--- src/logic/lps_consts.svh ---
// constants for the 18-channel led pwm block: register map, keys, sizes
// assumes a single 100 MHz system clock and a write-only two-wire bus
`ifndef LPS_CONSTS_SVH
`define LPS_CONSTS_SVH

// ----------------------------------------
// register map
// ----------------------------------------
`define LPS_OFF_SHUTDOWN   8'h00
`define LPS_OFF_DUTY       8'h01
`define LPS_OFF_DUTY_LAST  8'h12
`define LPS_OFF_ENABLE     8'h13
`define LPS_OFF_COMMIT     8'h16
`define LPS_OFF_RESET      8'h17
`define LPS_TRIGGER_KEY    8'h00
`define LPS_EN_PER_REG     6
`define LPS_EN_FIELD_W     6

// ----------------------------------------
// bus and sizes
// ----------------------------------------
`define LPS_BUS_ADDR_WR    8'hA8
`define LPS_CHANNELS       18
`define LPS_DUTY_W         8
`define LPS_BITS_PER_BYTE  4'h8
`define LPS_SYNC_IDLE      3'h7

// ----------------------------------------
// reset values
// ----------------------------------------
`define LPS_RST_DUTY       8'h00
`define LPS_RST_SSD        1'b0

`endif

--- src/logic/lps_pkg.sv ---
// types shared by the led pwm block
// assumes lps_consts.svh supplies all numeric values
package lps_pkg;

	// ----------------------------------------
	// bus receiver states and byte kinds
	// ----------------------------------------
	typedef enum logic [1:0] {
		LPS_ST_IDLE = 2'b00,
		LPS_ST_RX   = 2'b01,
		LPS_ST_ACK  = 2'b10,
		LPS_ST_SKIP = 2'b11
	} lps_state_t;

	typedef enum logic [1:0] {
		LPS_KIND_ADDR = 2'b00,
		LPS_KIND_REG  = 2'b01,
		LPS_KIND_DATA = 2'b10
	} lps_kind_t;

	// one register write as seen by the register file
	typedef struct packed {
		logic       en;
		logic [7:0] addr;
		logic [7:0] data;
	} lps_wr_t;

endpackage

--- src/logic/lps_top.sv ---
// two-wire write-only slave, shadowed duty/enable registers and pwm outputs
// assumes scl/sda pins are asynchronous and an external pull-up on sda
`timescale 1ns/1ps
`include "lps_consts.svh"

// What this block does
// - writes to duty/enable land in shadow only
// - zero written to commit copies shadows active
// - zero written to reset clears every register
// - power-up reset gives defaults, outputs dark
// - eighteen duty registers, value equals brightness step
// - shutdown keeps all register contents intact
// - shutdown bit zero forces all outputs off
// - low shutdown pin forces all outputs off
// - enable bit one on, zero off
// - shutdown bit one runs outputs normally
// - pointer advances by one per data byte
module lps_top #(
	parameter int CHANNELS = `LPS_CHANNELS
) (
	input  wire logic                i_ref_clk,
	input  wire logic                i_rst,
	input  wire logic                i_scl,
	input  wire logic                i_sda,
	output logic                     o_sda,
	output logic                     o_sda_oe_n,
	input  wire logic                i_shutdown_pin_n,
	output logic [CHANNELS-1:0]      o_channel_outputs
);

	// ----------------------------------------
	// pin synchronisers and glitch filter
	// ----------------------------------------
	logic [2:0]         scl_sync_reg;
	logic [2:0]         sda_sync_reg;
	logic [2:0]         sdn_sync_reg;
	logic               scl_f_reg;
	logic               sda_f_reg;
	logic               sdn_f_reg;
	logic               scl_q_reg;
	logic               sda_q_reg;

	// a level counts only once stages two and three agree
	always_ff @(posedge i_ref_clk) begin
		if (i_rst) begin
			scl_sync_reg <= `LPS_SYNC_IDLE;
			sda_sync_reg <= `LPS_SYNC_IDLE;
			sdn_sync_reg <= `LPS_SYNC_IDLE;
			scl_f_reg    <= 1'b1;
			sda_f_reg    <= 1'b1;
			sdn_f_reg    <= 1'b1;
			scl_q_reg    <= 1'b1;
			sda_q_reg    <= 1'b1;
		end else begin
			scl_sync_reg <= {scl_sync_reg[1:0], i_scl};
			sda_sync_reg <= {sda_sync_reg[1:0], i_sda};
			sdn_sync_reg <= {sdn_sync_reg[1:0], i_shutdown_pin_n};
			if (scl_sync_reg[1] == scl_sync_reg[2])
				scl_f_reg <= scl_sync_reg[2];
			if (sda_sync_reg[1] == sda_sync_reg[2])
				sda_f_reg <= sda_sync_reg[2];
			if (sdn_sync_reg[1] == sdn_sync_reg[2])
				sdn_f_reg <= sdn_sync_reg[2];
			scl_q_reg <= scl_f_reg;
			sda_q_reg <= sda_f_reg;
		end
	end

	// bus events from the filtered levels
	wire scl_rise = scl_f_reg & ~scl_q_reg;
	wire scl_fall = ~scl_f_reg & scl_q_reg;
	wire bus_start = scl_f_reg & scl_q_reg & sda_q_reg & ~sda_f_reg;
	wire bus_stop = scl_f_reg & scl_q_reg & ~sda_q_reg & sda_f_reg;

	// ----------------------------------------
	// byte receiver
	// ----------------------------------------
	lps_pkg::lps_state_t state_reg;
	lps_pkg::lps_kind_t  kind_reg;
	logic [3:0]          bit_cnt_reg;
	logic [7:0]          shift_reg;
	logic [7:0]          ptr_reg;
	lps_pkg::lps_wr_t    wr;

	wire byte_done = scl_fall && state_reg == lps_pkg::LPS_ST_RX
		&& bit_cnt_reg == `LPS_BITS_PER_BYTE;
	wire addr_hit = shift_reg == `LPS_BUS_ADDR_WR;
	wire ack_end = scl_fall && state_reg == lps_pkg::LPS_ST_ACK;

	// a data byte is written while its ack is being driven
	assign wr = '{en: byte_done && kind_reg == lps_pkg::LPS_KIND_DATA,
		addr: ptr_reg, data: shift_reg};

	// read requests carry lsb one, so they miss the address and get no ack
	always_ff @(posedge i_ref_clk) begin
		if (i_rst) begin
			state_reg   <= lps_pkg::LPS_ST_IDLE;
			kind_reg    <= lps_pkg::LPS_KIND_ADDR;
			bit_cnt_reg <= 4'h0;
			shift_reg   <= 8'h00;
			ptr_reg     <= 8'h00;
			o_sda_oe_n  <= 1'b1;
		end else if (bus_start) begin
			state_reg   <= lps_pkg::LPS_ST_RX;
			kind_reg    <= lps_pkg::LPS_KIND_ADDR;
			bit_cnt_reg <= 4'h0;
			o_sda_oe_n  <= 1'b1;
		end else if (bus_stop) begin
			state_reg   <= lps_pkg::LPS_ST_IDLE;
			o_sda_oe_n  <= 1'b1;
		end else if (scl_rise && state_reg == lps_pkg::LPS_ST_RX) begin
			shift_reg   <= {shift_reg[6:0], sda_f_reg};
			bit_cnt_reg <= bit_cnt_reg + 4'h1;
		end else if (byte_done) begin
			bit_cnt_reg <= 4'h0;
			if (kind_reg == lps_pkg::LPS_KIND_ADDR && !addr_hit) begin
				state_reg <= lps_pkg::LPS_ST_SKIP;
			end else begin
				state_reg  <= lps_pkg::LPS_ST_ACK;
				o_sda_oe_n <= 1'b0;
			end
			if (kind_reg == lps_pkg::LPS_KIND_REG)
				ptr_reg <= shift_reg;
		end else if (ack_end) begin
			state_reg  <= lps_pkg::LPS_ST_RX;
			o_sda_oe_n <= 1'b1;
			if (kind_reg == lps_pkg::LPS_KIND_ADDR) begin
				kind_reg <= lps_pkg::LPS_KIND_REG;
			end else begin
				kind_reg <= lps_pkg::LPS_KIND_DATA;
			end
			if (kind_reg == lps_pkg::LPS_KIND_DATA)
				ptr_reg <= ptr_reg + 8'h01;
		end
	end

	// the pin is only ever pulled low; the enable decides
	assign o_sda = 1'b0;

	// ----------------------------------------
	// register decode
	// ----------------------------------------
	wire key_ok = wr.data == `LPS_TRIGGER_KEY;
	wire commit_w = wr.en && wr.addr == `LPS_OFF_COMMIT && key_ok;
	wire clear_w = wr.en && wr.addr == `LPS_OFF_RESET && key_ok;
	wire regs_rst = i_rst || clear_w;

	logic                                  ssd_reg;
	logic [7:0]                            pwm_cnt_reg;
	logic [CHANNELS-1:0][`LPS_DUTY_W-1:0] duty_shd;
	logic [CHANNELS-1:0][`LPS_DUTY_W-1:0] duty_act;
	logic [CHANNELS-1:0]                   en_shd;
	logic [CHANNELS-1:0]                   en_act;

	// both shutdowns only gate the outputs; no register is touched
	wire run = ssd_reg && sdn_f_reg;

	// shutdown bit is written directly, not through a shadow
	always_ff @(posedge i_ref_clk) begin
		if (regs_rst)
			ssd_reg <= `LPS_RST_SSD;
		else if (wr.en && wr.addr == `LPS_OFF_SHUTDOWN)
			ssd_reg <= wr.data[0];
	end

	// free-running step counter: duty n is high for n of 256 steps
	always_ff @(posedge i_ref_clk) begin
		if (i_rst)
			pwm_cnt_reg <= 8'h00;
		else
			pwm_cnt_reg <= pwm_cnt_reg + 8'h01;
	end

	// ----------------------------------------
	// per-channel shadow, active and output
	// ----------------------------------------
	for (genvar i = 0; i < CHANNELS; i++) begin : g_ch
		localparam logic [7:0] DUTY_OFF = 8'(`LPS_OFF_DUTY + i);
		localparam logic [7:0] EN_OFF =
			8'(`LPS_OFF_ENABLE + i / `LPS_EN_PER_REG);
		localparam int EN_BIT = i % `LPS_EN_PER_REG;
		wire duty_hit = wr.en && wr.addr == DUTY_OFF;
		wire en_hit = wr.en && wr.addr == EN_OFF;

		// shadows catch writes; actives move only on commit or reset
		always_ff @(posedge i_ref_clk) begin
			if (regs_rst) begin
				duty_shd[i] <= `LPS_RST_DUTY;
				duty_act[i] <= `LPS_RST_DUTY;
				en_shd[i]   <= 1'b0;
				en_act[i]   <= 1'b0;
			end else begin
				if (duty_hit)
					duty_shd[i] <= wr.data;
				if (en_hit)
					en_shd[i] <= wr.data[EN_BIT];
				if (commit_w) begin
					duty_act[i] <= duty_shd[i];
					en_act[i]   <= en_shd[i];
				end
			end
		end

		// output flop: gated by run and enable, compared to step
		always_ff @(posedge i_ref_clk) begin
			if (i_rst)
				o_channel_outputs[i] <= 1'b0;
			else
				o_channel_outputs[i] <= run && en_act[i]
					&& pwm_cnt_reg < duty_act[i];
		end
	end
endmodule
--- config.mk ---
export PLATFORM = sky130hd
export DESIGN_NAME = lps_top
export DESIGN_NICKNAME = d
export VERILOG_FILES = /design/src/logic/lps_pkg.sv /design/src/logic/lps_top.sv
export VERILOG_INCLUDE_DIRS = /design/src /design/src/logic
export SDC_FILE = /design/constraint.sdc
export NUM_CORES = 1
export LEC_CHECK = 0
export ABC_AREA = 1
export ABC_CLOCK_PERIOD_IN_PS = 1740
export BUFFER_PORTS_ARGS = -buffer_cell sky130_fd_sc_hd__buf_2
export CAP_MARGIN = 20
export CORE_ASPECT_RATIO = 1.2
export CORE_MARGIN = 2
export CORE_UTILIZATION = 40
export DETAILED_ROUTE_END_ITERATION = 10
export GPL_ROUTABILITY_DRIVEN = 0
export PLACE_DENSITY = 0.55
export SLEW_MARGIN = 20
export SYNTH_ARGS = -nofsm -noshare
export SYNTH_HDL_FRONTEND = slang
export SYNTH_SLANG_ARGS = --single-unit
--- constraint.sdc ---
create_clock -name i_ref_clk -period 1.74 [get_ports i_ref_clk]
set_input_delay 0.348 -clock i_ref_clk [delete_from_list [all_inputs] [get_ports i_ref_clk]]
set_output_delay 0.348 -clock i_ref_clk [all_outputs]
set_load 0.02 [all_outputs]
### Word-level counts from Yosys, hierarchy flattened

Cells that the tools add are included.

| storage, ports and cells | value |
|---|---|
| register bits after elaboration | 390 |
| latch bits | 0 |
| memory bits (writable) | 0 |
| memory bits (read-only) | 0 |
| bits of input ports | 5 |
| output and inout port bits | 20 |
| logic and storage cells | 281 |
| memories | 0 |

| cells by class | value |
|---|---|
| $add $sub $neg | 3 |
| $mul | 0 |
| divide/modulo/power cells | 0 |
| $lt $le $gt $ge | 18 |
| equality and inequality tests | 35 |
| shifts and indexed selects | 0 |
| multiplexer cells | 16 |
| bitwise gates (word level) | 15 |
| reductions and logical operators | 87 |

Operators by type and width:

| operator | number |
|---|---|
| < comparator 8 bit | 18 |
| logical AND 1 bit | 69 |
| equality test 8 x 4 -> 1 bit (second input constant) | 8 |
| equality test 8 x 5 -> 1 bit (second input constant) | 8 |
| equality test 8 x 3 -> 1 bit (second input constant) | 4 |
| two-way mux 8 bit | 4 |
| adder 8 x 1 -> 8 bit (second input constant) | 2 |
| equality test 8 x 2 -> 1 bit (second input constant) | 2 |
| zero test 8 bit | 2 |
| equality test 8 x 1 -> 1 bit (second input constant) | 1 |
| equality test 8 bit (second input constant) | 1 |
| two-way mux 4 bit | 2 |
| inverter 1 bit | 8 |
| bitwise AND 1 bit | 7 |
| two-way mux 1 bit | 7 |
| two-way mux 2 bit | 3 |
| AND reduction 2 bit | 3 |
| AND reduction 3 bit | 2 |
| AND reduction 6 bit | 1 |
| nonzero test 2 bit | 3 |
| adder 4 x 1 -> 4 bit (second input constant) | 1 |
| equality test 2 x 1 -> 1 bit (second input constant) | 2 |
| equality test 2 bit (second input constant) | 2 |
| equality test 4 bit (second input constant) | 1 |
| 11 further kinds | 13 |

### Depth between registers and ports, before layout

Gate-level depths: netlist of run 1.

| logic depth | value |
|---|---|
| word-level depth | 8 |
| depth in mapped cells | 11 |
| depth with buffers taken out | 10 |

### Least setup slack after synthesis of run 1

No wires, ideal clock.

| timing path | value |
|---|---|
| path kind | flip-flop to flip-flop |
| start point | register bit_cnt_reg[0] |
| end point | register duty_act[42] (netlist name) |
| library setup time | 0.119 ns |
| arrival time | 1.591 ns |
| setup slack | 0.029 ns |
| cell stages (with the launch flop) | 12 |
| path buffers | 2 |
| period minus slack after synthesis | 1.711 ns |
| cell sequence | dfxtp_1 -> inv_1 -> ha_1 -> nand2_1 -> nor2_2 -> nand2_2 -> nor2_4 -> nand3_2 -> buf_4 -> buf_4 -> nand2_1 -> a21oi_1 |

| on the way | value |
|---|---|
| word-level cells in the longest chain between the ends | 6 |
| elaborated cells between the ends (all ways) | 8 |
| classes of those cells | eq/ne (1); reduce/logical (7) |

RTL lines:

| element | RTL line | RTL |
|---|---|---|
| start: declaration | lps_top.sv:80 | `logic [3:0] bit_cnt_reg;` |
| start signal: assignment | lps_top.sv:113 | `bit_cnt_reg <= bit_cnt_reg + 4'h1;` |
| equality test 4 bit (no source line) (*) | -- |  |
| logical AND 1 bit (no source line) (*) | -- |  |
| logical AND 1 bit (*) | lps_top.sv:91 | `assign wr = '{en: byte_done && kind_reg == lps_pkg::LPS_KIND_DATA,` |
| logical AND 1 bit (no source line) | -- |  |
| logical AND 1 bit | lps_top.sv:145 | `` wire clear_w = wr.en && wr.addr == `LPS_OFF_RESET && key_ok; `` |
| logical OR 1 bit | lps_top.sv:146 | `wire regs_rst = i_rst \|\| clear_w;` |
| end signal: indexed assignment | lps_top.sv:189 | `` duty_act[i] <= `LPS_RST_DUTY; `` |
| end signal: indexed assignment | lps_top.sv:198 | `duty_act[i] <= duty_shd[i];` |
| end: declaration | lps_top.sv:151 | `` logic [CHANNELS-1:0][`LPS_DUTY_W-1:0] duty_act; `` |

Mark *: on every way between the ends. The rest lies on a longest branch, timed or not.
A chain may end at the register's enable or synchronous reset.

### Worst setup path after layout of run 1

| timing path | value |
|---|---|
| start point | register bit_cnt_reg[1] |
| end point | register duty_act[76] (netlist name) |

Same word-level chain as after synthesis.

==> out/results.tsv, run 1 <==
stage	metric	value	unit
critical_path	start_kind	register	
flow_run	cap_violations	0	
yosys	syn_inst	2410	
finish	nets	2685	
yosys	yosysTopAreaCell	dfxtp_1	
route	dr.pass1.iters	7	
yosys	synth_area_leaders	dfxtp_1, a21oi_1, nand2_1	
route	ant_nets	0	
floorplanning	rows	85	
floorplanning	initial_core_util	40.62	%
sta	min_period	1.876	ns
power	p_leak	8.442	nW
critical_path	rrSetupSlack	-0.14	ns
critical_path	reg2regPathDepth	12	
yosys	yosysWarnings	0	
clocking	cts.clk_slew.worst_paths	0.06	ns
yosys	ys_seq_area_share	42.63	%
route	vias	17050	
floorplanning	dieWidth	199.3	um
yosys	synth_edf_count	0	
placement	portBuffers	23	
clocking	clk_latency	0.55	ns
run_status	status	finished, violations left	
critical_path	critical_path.startpoint	bit_cnt_reg[1]	
finish	reg.largest.list	duty_act: 144 flops, duty_shd: 144 flops	
clocking	cts_tree	yes	
clocking	clock-root-buffer	clkbuf_16	
grt	antenna_found_initial	0	
placement	place_area	20000	um^2
grt	grt_pass1_vias	15650	
floorplanning	core-area	45090	um^2
yosys	ys.flop_type	dfxtp_1	
sta	worst_slack	-0.1361	ns
critical_path	crit_type	reg -> reg	
finish	postLayoutCellArea	23140	um^2
yosys	syn-mean-instance-area	7.600	um^2
grt	grt_max_degree	65	
worst_hold_path	holdCritStartpoint	i_rst	
yosys	synth_seq_cells	390	
worst_hold_path	whs_endpoint	state_reg[0]	
critical_path	critPathCaptureType	register	
route	wl_per_cell	18.05	um
sta	worst_pin_slew	0.5847	ns
placement	post-place-cells	3056	
run_status	violations	negative setup slack	
finish	final_cell_mix	nand2_1, dfxtp_1, a21oi_1	
yosys	ys_types	26	
route	via_per_inst	5.349	
grt	overflow	0	
placement	hpwl	32.49	mm
yosys	synth_top_area_share	42.63	%
finish	final_core_util	51.32	%
floorplanning	io_pins	25	
finish	final_common_cell	nand2_1	
route	drt_iter0_drc	1074	
route	wirelength	57.53	mm
finish	instances_no_fill	3187	
sta	finalSetupViolCount	323	
finish	drive_gt1_share	18.04	%
critical_path	reg2reg_to	duty_act[76]	
clocking	clockBufferDepth	3	
sta	fin_crit_sh	107.8	%
grt	grt_use_total	22.71	%
critical_path	crit_fanout	64	
sta	max_freq	533.0	MHz
clocking	cts.sinks	390	
route	drc_errors	0	
worst_hold_path	hp-class	in -> reg	
sta	relSlewSlack	61.02	%
floorplanning	die_y	238.4	um
finish	antenna_cells	0	
finish	syn2layout_area_growth	26.34	%
sta	skew	0.01764	ns
sta	rsz0062_at_grt	true	
grt	grt_pass1_wl	84.85	mm
critical_path	cp.arrival	2.30	ns
yosys	synth_area	18320	um^2
sta	hold_violations	0	
yosys	synth.net_count	2548	
yosys	ys_async_sr_fraction	0	%
critical_path	rr_startpoint	bit_cnt_reg[1]	
clocking	cts_max_level	2	
worst_hold_path	holdPathStages	2	
critical_path	crit_required	2.17	ns
clocking	numCtsBuffers	42	
sta	slew_violations	0	
floorplanning	die_area	47530	um^2
power	p_per_area	812.3	nW/um^2
power	ir_drop	613.3	uV
## cell usage after synthesis (all sizes together) (18+ instances only)
cell type and instances:
nand2 517, a21oi 402, dfxtp 390, nand3 225, inv 220, nand4 164, ha 133, nor2 122
buf 119, o21ai 42, clkbuf 37, o21a 18
## final cells by class
type / count / area, um^2
Clock buffer: 61 / 1224
Clock inverter: 14 / 152.6
Fill cell: 4370 / 21950
Inverter: 220 / 825.8
Multi-Input combinational cell: 1644 / 9311
Sequential cell: 390 / 7810
Tap cell: 609 / 762.0
Timing Repair Buffer: 249 / 3055
## repair_timing
item                                   4_1_cts  5_1_grt
hold buffers                                 3        0
buffers inserted                            12       10
gates cloned                                 5       27
gates resized for setup                     71      130
setup endpoints to repair                  330      336
endpoints found under the hold margin        3        0
pin swaps                                    5       45
## critical path, stage by stage (launching register included)
cell     delay (ns)
dfxtp_2        0.32
inv_2          0.08
ha_4           0.15
nand2_4        0.05
nor2_4         0.09
nand2_2        0.08
nor2_4         0.13
buf_12         0.15
buf_6          0.11
nand3_4        0.12
buf_12         0.22
nand2_1        0.11
a21oi_1        0.07
## cell families after synthesis
family	Yosys count	share of synthesized area (%)
AND/OR/NAND/NOR	1045	25.94
AO/OA/AOI/OAI	463	12.91
flip-flops	390	42.63
buffers and inverters	376	9.324
adder cells (fa/ha/maj)	133	9.085
XOR/XNOR	2	0.09565
other	1	0.02047
## where the power goes
part           internal (mW)  total [mW]  switching (mW)
registers               8.94        8.95          0.0114
logic                  0.321       0.782           0.460
clock network           5.33        9.06            3.73
## routing by layer
layer / track usage, % / share of wire, %
met4: 7.542 / 3.0
met3: 2.784 / 4.0
met5: 0 / 0
met2: 38.71 / 49
met1: 29.65 / 44
## through the flow
step           setup slack, ns  power [mW]  hold WS [ns]  setup TNS [ns]
4_1_cts                -0.1238       18.82        0.1020          -28.85
3_5_place_dp           -0.1842       9.726        0.3985          -49.45
5_1_grt                -0.2057       19.39        0.1386          -49.05
6_report               -0.1361       18.80        0.1170          -20.67
2_1_floorplan          0.02921       9.528        0.3895               0
3_3_place_gp           -0.1689       9.712        0.3922          -45.70
## worst max-delay path by stage
stage / endpoint / slack [ns] / cells after the start
final: duty_act[76] / -0.14 / 12
after global routing: duty_act[50] / -0.21 / 13
after CTS: duty_shd[59] / -0.12 / 13
after detailed placement: duty_act[60] / -0.18 / 11
after global placement: duty_act[62] / -0.17 / 11
after floorplan: duty_act[42] / 0.03 / 11
(Power assumes the default switching activity.)
==> run 2: changes to the inputs <==
--- a/config.mk
+++ b/config.mk
@@ -6,7 +6,6 @@
 export SDC_FILE = /design/constraint.sdc
 export NUM_CORES = 1
 export LEC_CHECK = 0
-export ABC_AREA = 1
 export ABC_CLOCK_PERIOD_IN_PS = 1740
 export BUFFER_PORTS_ARGS = -buffer_cell sky130_fd_sc_hd__buf_2
 export CAP_MARGIN = 20
==> run 2 against run 1 <==
Against the previous run: the flow still finishes with violations (negative setup slack); first-iteration DRC count grew 21%; fmax fell by 17%; synthesized cell count shrank 5.9%; wire length is 18% higher; synthesized area up 6.0%; final area grew 8.0%; clock power is 5.1% lower; die area grew 5.9%; largest cell class unchanged.
==> out/results.tsv, run 2 <==
stage	metric	value	unit
floorplanning	die_y	245.4	um
yosys	synth_area	19420	um^2
finish	postLayoutCellArea	24990	um^2
sta	skew	0.01391	ns
placement	portBuffers	23	
yosys	ys.flop_type	dfxtp_1	
route	wirelength	68.06	mm
yosys	synth_commonest_cells	dfxtp_1, a21oi_1, nand4_1, clkbuf_1, o21ai_0	
yosys	yosysTopAreaCell	dfxtp_1	
power	p_leak	8.626	nW
power	ir_drop	579.0	uV
clocking	clockBufferDepth	3	
sta	tns	-151.52	ns
critical_path	critPathCaptureType	register	
power	pwr-share-seq	49.1	%
run_status	violations	negative setup slack	
yosys	synth_edf_count	0	
finish	fill_cells	4382	
route	vias	18310	
power	power.share.clock	47.2	%
critical_path	start_kind	register	
yosys	yosysMostFrequentCell	dfxtp_1	
power	combinationalPowerShare	3.7	%
yosys	synth_area_leaders	dfxtp_1, a21oi_1, ha_1	
route	dr.pass1.iters	5	
yosys	ys_seq_area_share	40.20	%
critical_path	critical_path.startpoint	shift_reg[0]	
finish	reg.largest.list	duty_act: 144 flops, duty_shd: 144 flops	
yosys	yosysWarnings	0	
sta	finalSetupViolCount	355	
grt	grt_use_total	25.29	%
sta	max_freq	442.7	MHz
floorplanning	dieWidth	205.1	um
yosys	syn_inst	2267	
clocking	numCtsBuffers	41	
route	ant_nets	0	
clocking	cts.sinks	390	
critical_path	crit_fanout	8	
critical_path	rr_startpoint	shift_reg[0]	
finish	final_common_cell	dfxtp_1	
floorplanning	rows	88	
floorplanning	core-area	48010	um^2
placement	hpwl	38.93	mm
finish	drive_gt1_share	22.29	%
worst_hold_path	hp-class	in -> reg	
critical_path	crit_type	reg -> reg	
critical_path	worstPathCellList	or4_4, buf_6, nor4b_4, buf_4, buf_12, buf_16, clkbuf_16, nand4_1, a21oi_1	
critical_path	critical_path_buf_inv_count	5	
placement	place_area	21840	um^2
yosys	synth.net_count	2405	
flow_run	cap_violations	0	
sta	rsz0062_at_grt	true	
critical_path	crit_family	simple AND/OR/NAND/NOR gates	
floorplanning	initial_core_util	40.45	%
route	drt_iter0_drc	1303	
yosys	syn-mean-instance-area	8.566	um^2
grt	grt_pass1_wl	100.3	mm
finish	antenna_cells	0	
route	via_per_inst	6.088	
sta	slew_violations	0	
sta	worst_pin_slew	0.6278	ns
critical_path	crit_required	2.22	ns
clocking	cts_tree	yes	
critical_path	max_stage_delay	0.53	ns
grt	grt_pass1_vias	17500	
placement	post-place-cells	2873	
sta	relSlewSlack	57.06	%
sta	hold_violations	0	
yosys	synth_top_area_share	40.20	%
finish	syn2layout_area_growth	28.67	%
power	p_switching	4.169	mW
sta	fin_crit_sh	129.8	%
finish	nets	2489	
finish	instances_no_fill	3008	
critical_path	cp.arrival	2.74	ns
yosys	ys_types	56	
grt	grt_max_degree	109	
clocking	clk_latency	0.56	ns
yosys	ys_async_sr_fraction	0	%
clocking	clock-root-buffer	clkbuf_16	
sta	min_period	2.259	ns
power	p_per_area	729.6	nW/um^2
run_status	status	finished, violations left	
critical_path	slowest_stage	or4_4	
sta	worst_slack	-0.5187	ns
route	drc_errors	0	
finish	final_cell_mix	dfxtp_1, a21oi_1, nand4_1	
worst_hold_path	holdCritStartpoint	i_rst	
clocking	cts.clk_slew.worst_paths	0.06	ns
power	sw_frac_of_total	22.87	%
grt	overflow	0	
grt	antenna_found_initial	0	
yosys	synth_seq_cells	390	
power	p_int	14.06	mW
route	wl_per_cell	22.62	um
clocking	cts_max_level	2	
floorplanning	die_area	50340	um^2
floorplanning	io_pins	25	
run 2: changes by cell type in the layout (fill, tap and decap cells not counted), sizes merged, moves of 55 or more:
| cell | previous run | this run |
|---|---|---|
| a21o | 0 | 55 |
| nand2 | 517 | 35 |
| nor2 | 122 | 39 |
| o21ai | 42 | 155 |
| nand3 | 225 | 154 |
| a21oi | 402 | 346 |
| o31ai | 0 | 174 |
| inv | 222 | 154 |
run 2: final cells by class:
class | instances | area (um^2) | area share, %
Timing Repair Buffer | 293 | 3984 | 15.94
Tap cell | 630 | 788.3 | 3.155
Clock inverter | 8 | 50.05 | 0.2003
Multi-Input combinational cell | 1471 | 10560 | 42.25
Inverter | 154 | 578.1 | 2.313
Sequential cell | 390 | 7812 | 31.27
Clock buffer | 62 | 1217 | 4.872
run 2: metrics by stage:
step | hold slack [ns] | setup WS [ns] | power, mW | util, %
floorplan | 0.3895 | -0.5442 | 9.509 | -
global placement | 0.3948 | -0.4873 | 9.725 | 45.50
detailed placement | 0.3985 | -0.5292 | 9.735 | 45.50
CTS | 0.3744 | -0.4951 | 18.30 | 49.91
global route | 0.4018 | -0.5743 | 18.72 | 52.05
finish | 0.4065 | -0.5187 | 18.23 | 52.05
run 2: cell families after synthesis:
group                      synth area share, %
adders and majority gates                8.569
other                                  0.01931
xor gates and xnor gates                0.4059
buffers and inverters                    8.434
DFF                                      40.20
muxes                                  0.05155
AOI/OAI and AO/OA                        27.25
and+or+nand+nor                          15.07
run 2: power groups by stage:
stage                     sequential, mW  clock (mW)  combinational, mW
after floorplan                     9.17           0              0.342
after global placement              9.15           0              0.572
after detailed placement            9.15           0              0.581
after CTS                           8.95        8.70              0.644
after global routing                8.95        9.05              0.725
final                               8.95        8.60              0.679
run 2: final timing paths:
check,slack (ns),to,cells past startpoint
worst min-delay path,0.41,duty_shd[136],5
worst max-delay path,-0.52,duty_act[32],9
worst min register to register,0.41,sda_sync_reg[1],1
worst max register to register,-0.52,duty_act[32],9
run 2: metal layers:
layer  vias to the layer above  track usage, %  part of all wire (%)  routed length, um
li1                       8552               -                     -                  -
met1                      8980           32.26                    42              28500
met2                       634           44.02                    49              33290
met3                       147           2.796                   5.6               3804
met4                         0           8.908                   3.6               2461
met5                         -               0                     0                  0
run 2: tightest hold or removal path, delay by kind of cell:
| family | cells | cell delay [ns] |
|---|---|---|
| compound gates | 2 | 0.20 |
| buf+inv | 3 | 0.36 |
run 2: repair_timing:
| action | in CTS | in global routing |
|---|---|---|
| pin swaps | 12 | 86 |
| buffers inserted | 18 | 5 |
| gates cloned | 9 | 31 |
| gates resized for setup | 79 | 63 |
| setup endpoints to repair | 353 | 361 |
| hold endpoints to repair | 3 | 0 |
| hold buffers | 3 | 0 |
